--- src/rtl/cls_pkg.sv ---
// cls_pkg: constants and carriers for the channel list sequencer
// assumes a single 100 MHz clock domain, apb register access
package cls_pkg;
  // =========================================================
  // entry field positions
  localparam int unsigned BIT_MORE     = 31;
  localparam int unsigned BIT_DIR      = 30;
  localparam int unsigned BIT_SS_LO    = 28;
  localparam int unsigned BIT_IRQ      = 27;
  localparam int unsigned BIT_NOWAIT   = 26;
  localparam int unsigned BIT_DISCARD  = 25;
  localparam int unsigned BIT_LISTWAIT = 24;
  localparam int unsigned BIT_SYNC     = 23;
  localparam int unsigned BIT_DEFER    = 22;
  localparam int unsigned BIT_COMMIT   = 21;
  localparam int unsigned BIT_TSTAMP   = 20;
  localparam int unsigned BIT_SLOW     = 19;
  localparam int unsigned BIT_DIFF     = 15;
  localparam int unsigned GAIN_LO      = 8;
  localparam logic [31:0] CHAN_MASK    = 32'h0000_00FF;
  localparam logic [31:0] GAIN_MASK    = 32'h0000_0F00;
  localparam int unsigned TS_WORDS     = 2;
  // =========================================================
  // register offsets (byte addresses)
  localparam logic [7:0] OFS_CTRL   = 8'h00;
  localparam logic [7:0] OFS_STATUS = 8'h04;
  localparam logic [7:0] OFS_ENTRY  = 8'h08;
  localparam logic [7:0] OFS_SETTLE = 8'h0C;
  localparam logic [7:0] OFS_DATA   = 8'h10;
  localparam logic [7:0] OFS_TSTAMP = 8'h14;
  localparam logic [7:0] OFS_OUTVAL = 8'h18;
  // reset values
  localparam logic [15:0] SETTLE_RST = 16'h0004;
  // =========================================================
  // timing: one settle unit is 10 ns at 100 MHz
  localparam int unsigned CLK_MHZ   = 100;
  localparam int unsigned SETTLE_NS = 40;
  localparam int unsigned SETTLE_CY = (SETTLE_NS * CLK_MHZ + 999) / 1000;

  typedef enum logic [2:0] {
    ST_IDLE   = 3'b000,
    ST_FETCH  = 3'b001,
    ST_WAIT   = 3'b011,
    ST_SETTLE = 3'b010,
    ST_STORE  = 3'b110,
    ST_TS     = 3'b111,
    ST_DONE   = 3'b101
  } cls_state_e;

  typedef struct packed {
    logic       more;
    logic       dir;
    logic [1:0] ss;
    logic       irq;
    logic       nowait;
    logic       discard;
    logic       listwait;
    logic       sync;
    logic       defer;
    logic       commit;
    logic       tstamp;
    logic       slow;
    logic       diff;
    logic [3:0] gain;
    logic [7:0] chan;
  } cls_entry_s;
endpackage : cls_pkg

--- src/rtl/cls_sequencer.sv ---
// cls_sequencer: steps through channel list entries loaded over apb
// assumes conversion and list clocks arrive as async pins
`timescale 1ns/1ps
`default_nettype none
module cls_sequencer
  import cls_pkg::*;
#(
  parameter int unsigned LIST_DEPTH = 32,
  parameter int unsigned FIFO_DEPTH = 32,
  parameter int unsigned NUM_OUT    = 8,
  parameter logic        MULTI_SS   = 1'b1
) (
  input  wire logic               clk_i,
  input  wire logic               nrst_i,
  input  wire logic               ce_i,
  input  wire logic               psel,
  input  wire logic               penable,
  input  wire logic               pwrite,
  input  wire logic [7:0]         paddr,
  input  wire logic [31:0]        pwdata,
  output logic      [31:0]        prdata,
  output logic                    pready,
  output logic                    pslverr,
  input  wire logic               conversion_clock_i,
  input  wire logic               list_clock_i,
  input  wire logic [15:0]        sample_i,
  output logic                    step_irq_o,
  output logic                    sync_pulse_o,
  output logic                    differential_o,
  output logic      [7:0]         chan_o,
  output logic      [3:0]         gain_o,
  output logic                    dir_o,
  output logic      [1:0]         subsys_o,
  output logic      [NUM_OUT*16-1:0] out_o,
  output logic                    busy_o
);
  localparam int unsigned LAW = $clog2(LIST_DEPTH);
  // =========================================================
  // pin synchronisers and tick detection
  logic [1:0] cv_sync_ff;
  logic [1:0] cl_sync_ff;
  logic       cv_last_ff;
  logic       cl_last_ff;
  logic       cv_tick;
  logic       cl_tick;
  always_ff @(posedge clk_i or negedge nrst_i) begin
    if (!nrst_i) begin
      cv_sync_ff <= '0;
      cl_sync_ff <= '0;
      cv_last_ff <= 1'b0;
      cl_last_ff <= 1'b0;
    end else if (ce_i) begin
      cv_sync_ff <= {cv_sync_ff[0], conversion_clock_i};
      cl_sync_ff <= {cl_sync_ff[0], list_clock_i};
      cv_last_ff <= cv_sync_ff[1];
      cl_last_ff <= cl_sync_ff[1];
    end
  end
  assign cv_tick = cv_sync_ff[1] && !cv_last_ff;
  assign cl_tick = cl_sync_ff[1] && !cl_last_ff;

  // =========================================================
  // apb registers
  logic [31:0]    list_ff [LIST_DEPTH];
  logic [LAW-1:0] wr_idx_ff;
  logic [LAW-1:0] rd_idx_ff;
  logic [15:0]    settle_ff;
  logic [31:0]    ts_ff;
  logic           start_pulse_ff;
  logic [15:0]    outval_ff;
  logic           apb_wr;
  logic           apb_rd;
  logic           apb_hit;
  logic           fifo_out_valid;
  logic [31:0]    fifo_out_data;
  logic           fifo_in_ready;
  logic           irq_ff;
  cls_state_e     state_ff;

  assign apb_wr  = ce_i && psel && penable && pwrite;
  assign apb_rd  = ce_i && psel && penable && !pwrite;
  assign apb_hit = paddr inside {OFS_CTRL, OFS_STATUS, OFS_ENTRY,
                   OFS_SETTLE, OFS_DATA, OFS_TSTAMP, OFS_OUTVAL};

  always_ff @(posedge clk_i) begin
    if (apb_wr && paddr == OFS_ENTRY) begin
      list_ff[wr_idx_ff] <= pwdata;
    end
  end

  always_ff @(posedge clk_i or negedge nrst_i) begin
    if (!nrst_i) begin
      wr_idx_ff      <= '0;
      settle_ff      <= SETTLE_RST;
      start_pulse_ff <= 1'b0;
      outval_ff      <= '0;
      pready         <= 1'b0;
      pslverr        <= 1'b0;
      prdata         <= '0;
    end else if (ce_i) begin
      start_pulse_ff <= 1'b0;
      pready  <= psel && !penable;
      pslverr <= psel && !penable && !apb_hit;
      if (apb_wr && pready) begin
        unique case (paddr)
          OFS_CTRL: begin
            start_pulse_ff <= pwdata[0];
            if (pwdata[1]) wr_idx_ff <= '0;
          end
          OFS_ENTRY:  wr_idx_ff <= wr_idx_ff + 1'b1;
          OFS_SETTLE: settle_ff <= pwdata[15:0];
          OFS_OUTVAL: outval_ff <= pwdata[15:0];
          default: ;
        endcase
      end
      if (psel && !penable) begin
        unique case (paddr)
          OFS_STATUS: prdata <= {25'h000_0000, 3'(state_ff),
                                 fifo_in_ready, fifo_out_valid,
                                 irq_ff, busy_o};
          OFS_SETTLE: prdata <= {16'h0000, settle_ff};
          OFS_DATA:   prdata <= fifo_out_data;
          OFS_TSTAMP: prdata <= ts_ff;
          OFS_ENTRY:  prdata <= {{(32-LAW){1'b0}}, wr_idx_ff};
          default:    prdata <= 32'h0000_0000;
        endcase
      end
    end
  end

  // =========================================================
  // sequencer state machine
  cls_entry_s     ent;
  logic [31:0]    raw;
  logic [16:0]    cnt_ff;
  logic [1:0]     ts_cnt_ff;
  logic [31:0]    push_data;
  logic           push_valid;
  logic [NUM_OUT*16-1:0] hold_ff;
  logic [LAW-1:0] nxt_rd_idx;
  logic           nxt_slow;

  assign raw = list_ff[rd_idx_ff];
  // a no-wait step skips the fetch, so the next entry's slow flag
  // has to be looked up before the index moves
  assign nxt_rd_idx = rd_idx_ff + 1'b1;
  assign nxt_slow   = list_ff[nxt_rd_idx][BIT_SLOW];
  // bits 18..16 are never looked at
  assign ent = '{more: raw[BIT_MORE], dir: raw[BIT_DIR],
                 ss: raw[BIT_SS_LO+1:BIT_SS_LO], irq: raw[BIT_IRQ],
                 nowait: raw[BIT_NOWAIT], discard: raw[BIT_DISCARD],
                 listwait: raw[BIT_LISTWAIT], sync: raw[BIT_SYNC],
                 defer: raw[BIT_DEFER], commit: raw[BIT_COMMIT],
                 tstamp: raw[BIT_TSTAMP], slow: raw[BIT_SLOW],
                 diff: raw[BIT_DIFF],
                 gain: 4'((raw & GAIN_MASK) >> GAIN_LO),
                 chan: 8'(raw & CHAN_MASK)};

  always_ff @(posedge clk_i or negedge nrst_i) begin
    if (!nrst_i) begin
      state_ff  <= ST_IDLE;
      rd_idx_ff <= '0;
      cnt_ff    <= '0;
      ts_cnt_ff <= '0;
    end else if (ce_i) begin
      unique case (state_ff)
        ST_IDLE: if (start_pulse_ff) begin
          rd_idx_ff <= '0;
          state_ff  <= ST_FETCH;
        end
        ST_FETCH: state_ff <= ST_WAIT;
        ST_WAIT: begin
          // a list-clock wait step waits on the list tick alone, ignoring the conversion tick
          if (ent.listwait ? cl_tick : cv_tick) begin
            cnt_ff   <= ent.slow ? {settle_ff, 1'b0}
                                 : {1'b0, settle_ff};
            state_ff <= ST_SETTLE;
          end
        end
        ST_SETTLE: begin
          // counts down to one, so a step settles cnt_ff cycles
          if (cnt_ff > 17'h0_0001) cnt_ff <= cnt_ff - 1'b1;
          else state_ff <= ST_STORE;
        end
        ST_STORE: if (fifo_in_ready || ent.discard || ent.dir) begin
          ts_cnt_ff <= 2'(TS_WORDS);
          state_ff  <= ent.tstamp ? ST_TS : ST_DONE;
        end
        ST_TS: if (fifo_in_ready) begin
          ts_cnt_ff <= ts_cnt_ff - 1'b1;
          if (ts_cnt_ff == 2'd1) state_ff <= ST_DONE;
        end
        ST_DONE: begin
          rd_idx_ff <= nxt_rd_idx;
          if (!ent.more) state_ff <= ST_IDLE;
          else if (ent.nowait) state_ff <= ST_SETTLE;
          else state_ff <= ST_FETCH;
          cnt_ff <= nxt_slow ? {settle_ff, 1'b0}
                             : {1'b0, settle_ff};
        end
        default: state_ff <= ST_IDLE;
      endcase
    end
  end

  // =========================================================
  // timestamp counter
  always_ff @(posedge clk_i or negedge nrst_i) begin
    if (!nrst_i) ts_ff <= '0;
    else if (ce_i) ts_ff <= ts_ff + 1'b1;
  end

  // =========================================================
  // input samples and timestamps; discard skips the sample push, not the timestamps
  assign push_valid = (state_ff == ST_STORE && !ent.dir
                       && !ent.discard)
                      || state_ff == ST_TS;
  assign push_data  = (state_ff == ST_TS) ? ts_ff
                      : {8'h00, ent.chan, sample_i};

  cls_fifo #(.WIDTH(32), .DEPTH(FIFO_DEPTH)) u_fifo (
    .clk_i      (clk_i),
    .nrst_i     (nrst_i),
    .en_i       (ce_i),
    .in_data_i  (push_data),
    .in_valid_i (push_valid),
    .in_ready_o (fifo_in_ready),
    .out_data_o (fifo_out_data),
    .out_valid_o(fifo_out_valid),
    .out_ready_i(apb_rd && pready && paddr == OFS_DATA)
  );

  // =========================================================
  // outputs: holding registers and step signals
  logic step_end;
  assign step_end = ce_i && state_ff == ST_DONE;
  genvar g;
  generate
    for (g = 0; g < NUM_OUT; g++) begin : g_out
      logic load_here;
      assign load_here = ent.dir && !ent.discard && ent.chan == 8'(g);
      always_ff @(posedge clk_i or negedge nrst_i) begin
        if (!nrst_i) begin
          hold_ff[g*16 +: 16] <= '0;
          out_o[g*16 +: 16]   <= '0;
        end else if (step_end) begin
          if (load_here) begin
            hold_ff[g*16 +: 16] <= outval_ff;
          end
          // the committing step's own value goes out with the others
          if (ent.commit) begin
            out_o[g*16 +: 16] <= load_here ? outval_ff
                                           : hold_ff[g*16 +: 16];
          end else if (load_here && !ent.defer) begin
            out_o[g*16 +: 16] <= outval_ff;
          end
        end
      end
    end
  endgenerate

  always_ff @(posedge clk_i or negedge nrst_i) begin
    if (!nrst_i) begin
      irq_ff         <= 1'b0;
      step_irq_o     <= 1'b0;
      sync_pulse_o   <= 1'b0;
      differential_o <= 1'b0;
      chan_o         <= '0;
      gain_o         <= '0;
      dir_o          <= 1'b0;
      subsys_o       <= '0;
      busy_o         <= 1'b0;
    end else if (ce_i) begin
      step_irq_o   <= step_end && ent.irq;
      irq_ff       <= irq_ff | (step_end && ent.irq);
      // one cycle per step, at its end, like the interrupt
      sync_pulse_o <= step_end && ent.sync;
      // settle too, so a no-wait step still shows its own fields
      if (state_ff == ST_WAIT || state_ff == ST_SETTLE) begin
        differential_o <= ent.diff;
        chan_o         <= ent.chan;
        gain_o         <= ent.gain;
        dir_o          <= ent.dir;
        subsys_o       <= MULTI_SS ? ent.ss : 2'b00;
      end
      busy_o <= state_ff != ST_IDLE;
    end
  end
endmodule : cls_sequencer
`default_nettype wire

--- src/rtl/cls_fifo.sv ---
// cls_fifo: synchronous valid/ready fifo, width and depth parameters
// assumes same clock as its user; depth a power of two
`timescale 1ns/1ps
`default_nettype none
module cls_fifo #(
  parameter int unsigned WIDTH = 32,
  parameter int unsigned DEPTH = 32
) (
  input  wire logic             clk_i,
  input  wire logic             nrst_i,
  input  wire logic             en_i,
  input  wire logic [WIDTH-1:0] in_data_i,
  input  wire logic             in_valid_i,
  output logic                  in_ready_o,
  output logic      [WIDTH-1:0] out_data_o,
  output logic                  out_valid_o,
  input  wire logic             out_ready_i
);
  localparam int unsigned AW = $clog2(DEPTH);
  logic [WIDTH-1:0] mem_ff [DEPTH];
  logic [AW:0]      wp_ff;
  logic [AW:0]      rp_ff;
  logic             push;
  logic             pop;

  assign in_ready_o  = (wp_ff - rp_ff) != (AW+1)'(DEPTH);
  assign out_valid_o = wp_ff != rp_ff;
  assign out_data_o  = mem_ff[rp_ff[AW-1:0]];
  assign push        = en_i && in_valid_i && in_ready_o;
  assign pop         = en_i && out_valid_o && out_ready_i;

  always_ff @(posedge clk_i) begin
    if (push) begin
      mem_ff[wp_ff[AW-1:0]] <= in_data_i;
    end
  end

  always_ff @(posedge clk_i or negedge nrst_i) begin
    if (!nrst_i) begin
      wp_ff <= '0;
      rp_ff <= '0;
    end else begin
      if (push) wp_ff <= wp_ff + 1'b1;
      if (pop)  rp_ff <= rp_ff + 1'b1;
    end
  end
endmodule : cls_fifo
`default_nettype wire

--- config.mk ---
export PLATFORM = sky130hd
export DESIGN_NAME = cls_sequencer
export DESIGN_NICKNAME = d
export VERILOG_FILES = /design/src/rtl/cls_pkg.sv /design/src/rtl/cls_sequencer.sv /design/src/rtl/cls_fifo.sv
export SDC_FILE = /design/constraint.sdc
export NUM_CORES = 2
export LEC_CHECK = 0
export BUFFER_PORTS_ARGS = -buffer_cell sky130_fd_sc_hd__buf_2
export CAP_MARGIN = 20
export CORE_MARGIN = 3
export CORE_UTILIZATION = 50
export CTS_BUF_LIST = sky130_fd_sc_hd__clkbuf_4 sky130_fd_sc_hd__clkbuf_8 sky130_fd_sc_hd__clkbuf_16
export DETAILED_ROUTE_END_ITERATION = 12
export MAX_ROUTING_LAYER = met4
export PLACE_DENSITY = 0.65
export SETUP_SLACK_MARGIN = 0.15
export SLEW_MARGIN = 0
export SYNTH_ARGS = -nofsm -noshare
export SYNTH_HDL_FRONTEND = slang
export SYNTH_SLANG_ARGS = --single-unit
--- constraint.sdc ---
create_clock -name clk_i -period 15.1 [get_ports clk_i]
set_input_delay 3.02 -clock clk_i [delete_from_list [all_inputs] [get_ports clk_i]]
set_output_delay 3.02 -clock clk_i [all_outputs]
set_load 0.005 [all_outputs]
==> impl_metrics.json <==
{
  "ios": 245,
  "utilization_pct": 57.3,
  "pre_cts_ws_ns": 8.16,
  "placedCellCount": 6927,
  "htree_num_levels": 4,
  "place_hpwl_um": 124000,
  "cts_hold_buffers": 0,
  "fp.dieH_um": 431,
  "rsz0062_at_grt": "no",
  "first_pass_iters": 6,
  "route.detailed.drc": 0,
  "synth-edff-count": 1856,
  "cts_setup_buffers": 0,
  "wl_per_cell_um": 30.2,
  "final_cells": 7364,
  "syn_nets": 4549,
  "reg2reg_slack_ns": 8.38,
  "vdd_drop_max_mv": 0.121,
  "fin_crit_ns": 6.72,
  "worstPathMaxFanout": 113,
  "synth_area_mm2": 0.0904,
  "required_ns": 15.81,
  "grt.overflow.total": 0,
  "multi_input_area_mm2": 0.0235,
  "final.setup.tns_ns": 0,
  "holdWs_ns": 0.473,
  "clk_pin_slew_ns": 0.06,
  "dieArea_mm2": 0.186,
  "seq_area_mm2": 0.0664,
  "slew_viol_final": 0,
  "post-route-period-util_pct": 44.5,
  "grt_max_degree": 154,
  "synth_top_area_share_pct": 61.6,
  "die_w_um": 431,
  "grt_pass1_wl_um": 323000,
  "synth_most_common_cell": "edfxtp_1",
  "synth_ff_type": "edfxtp_1",
  "portBuffers": 241,
  "synth_top_cells_by_count": "edfxtp_1 (1856), mux4_2 (571), dfrtp_1 (424), mux2_2 (422), nand2_1 (269)",
  "yosysSeqAreaShare_pct": 73.4,
  "timing.final.ws_setup_ns": 8.38,
  "setup_viol": 0,
  "cts_root_buf": "clkbuf_16",
  "wl_um": 222000,
  "num_vias": 45200,
  "synth-seq-cells": 2281,
  "crit_path_end_kind": "register",
  "via_per_inst": 6.14,
  "power_density_mw_per_mm2": 148,
  "area_growth_pct": 13.5,
  "drt_iter0_markers": 4811,
  "tritoncts": "built",
  "routabilityCongestion": 0.826,
  "cts.path.max_buffers": 3,
  "syn_avg_cell_area_um2": 20.3,
  "final_antenna_net_count": 0,
  "synthTopCellsByArea": "edfxtp_1 (62%), mux4_2 (14%), dfrtp_1 (12%)",
  "outcome": "finished clean",
  "ys_async_sr_fraction_pct": 18.6,
  "antenna_found_initial": 9,
  "cp.arrival_ns": 7.43,
  "synth_cell_types": 69,
  "path_class": "reg2reg",
  "grtUsageTotal_pct": 24.8,
  "grt_pass1_vias": 46000,
  "timing.slew.headroom_pct": 25.3,
  "tightest_slew_ns": 1.12,
  "critPathLaunchType": "register",
  "cts_buffers": 224,
  "finalClockSkew_ns": 0.0294,
  "drv_cap": 0,
  "yosysTopAreaCell": "edfxtp_1",
  "rows": 155,
  "initial_utilization_pct": 50.5,
  "cts_sinks": 2281,
  "final_nets": 4892,
  "hp-class": "reg2reg",
  "core_mm2": 0.179,
  "hold_violations": 0,
  "clk_latency_ns": 0.84,
  "drive_gt1_share_pct": 37.1,
  "leakage_nw": 36.1,
  "cts_resized": 0,
  "fmax_ghz": 0.149,
  "yosysWarnings": 0,
  "synth_cells": 4466,
  "num-fill-cells": 13300
}
## kinds of logic (layout without fill, tap and decap cells)
kind of cell,Yosys count,count (layout),share of synthesized area (%)
AO/OA/AOI/OAI,248,248,1.75
XOR/XNOR,54,54,0.531
adder cells (fa/ha/maj),19,19,0.263
buffers and inverters,271,811,1.26
flip-flops,2281,2281,73.4
multiplexers,1048,1048,20.1
other,0,3,0
AND/OR/NAND/NOR,545,545,2.70
## per-stage QoR
step,power [mW],instance area (um2)
after global routing,15.8,103000
after CTS,15.3,102000
after detailed placement,9.82,95100
after global placement,9.73,95000
final,15.2,103000
after floorplan,9.01,90400
## state kept, by name, indices dropped and copies added, names as in the netlist, 2 cells and up
name,cells
prdata,32
u_fifo.wp_ff,6
cnt_ff,17
state_ff,3
cv_sync_ff,2
u_fifo.rp_ff,6
u_fifo.mem_ff,1024
ts_cnt_ff,2
hold_ff,128
ts_ff,32
cl_sync_ff,2
rd_idx_ff,5
settle_ff,16
list_ff,832
gain_o,4
chan_o,8
outval_ff,16
wr_idx_ff,5
subsys_o,2
out_o,128
## placed cells by master (no fill, tap or decap), types with 53 or more instances in the layout
master,n
mux4_2,571
edfxtp_1,1856
nand2_1,268
nor2_4,64
clkbuf_16,228
clkbuf_4,53
o21ai_0,97
dfrtp_1,415
mux2_2,422
buf_2,240
buf_4,102
## routing by layer
layer | share of wire (%) | up-vias | wire length [um] | GRT usage [%]
li1 | - | 18800 | - | -
met1 | 40 | 24400 | 89400 | 33.1
met2 | 51 | 1629 | 112000 | 39.9
met3 | 6.0 | 361 | 13300 | 3.44
met4 | 3.2 | 0 | 7220 | 8.08
met5 | 0 | - | 0 | -
## power by group
group,internal [mW],total [mW],switching (mW)
Sequential,7.24,7.40,0.163
Clock,3.17,5.52,2.35
Combinational,0.919,2.31,1.39
## final timing paths
kind,startpoint,end,cells past startpoint
setup / recovery,rd_idx_ff[1]$_DFFE_PN0P_,hold_ff[89]$_DFFE_PN0P_,9
hold / removal,gain_o[3]$_DFFE_PN0P_,gain_o[3]$_DFFE_PN0P_,2
setup reg to reg,rd_idx_ff[1]$_DFFE_PN0P_,hold_ff[89]$_DFFE_PN0P_,9
hold reg to reg,gain_o[3]$_DFFE_PN0P_,gain_o[3]$_DFFE_PN0P_,2
max in group asynchronous,nrst_i,u_fifo.rp_ff[1]$_DFFE_PN0P_,4
min in group asynchronous,nrst_i,hold_ff[109]$_DFFE_PN0P_,1
## layout make-up
cell class                      instances  share of cell area, %
Sequential cell                      2281                   64.7
Inverter                               26                 0.0975
Tap cell                             2355                   2.87
Clock inverter                        121                  0.957
Clock buffer                          302                   6.23
Antenna cell                            3                0.00731
Timing Repair Buffer                  362                   2.27
Multi-Input combinational cell       1914                   22.9
## critical path, cell delays in order (launching register included)
cell     delay (ns)
dfrtp_4        0.82
buf_12         0.47
mux4_2         0.61
mux4_2         0.50
mux2i_1        0.69
nand4_1        0.65
nor4_2         0.89
nand2_1        0.34
nor2_2         0.90
mux2_2         0.43
Power figures use the tool's default switching activity.
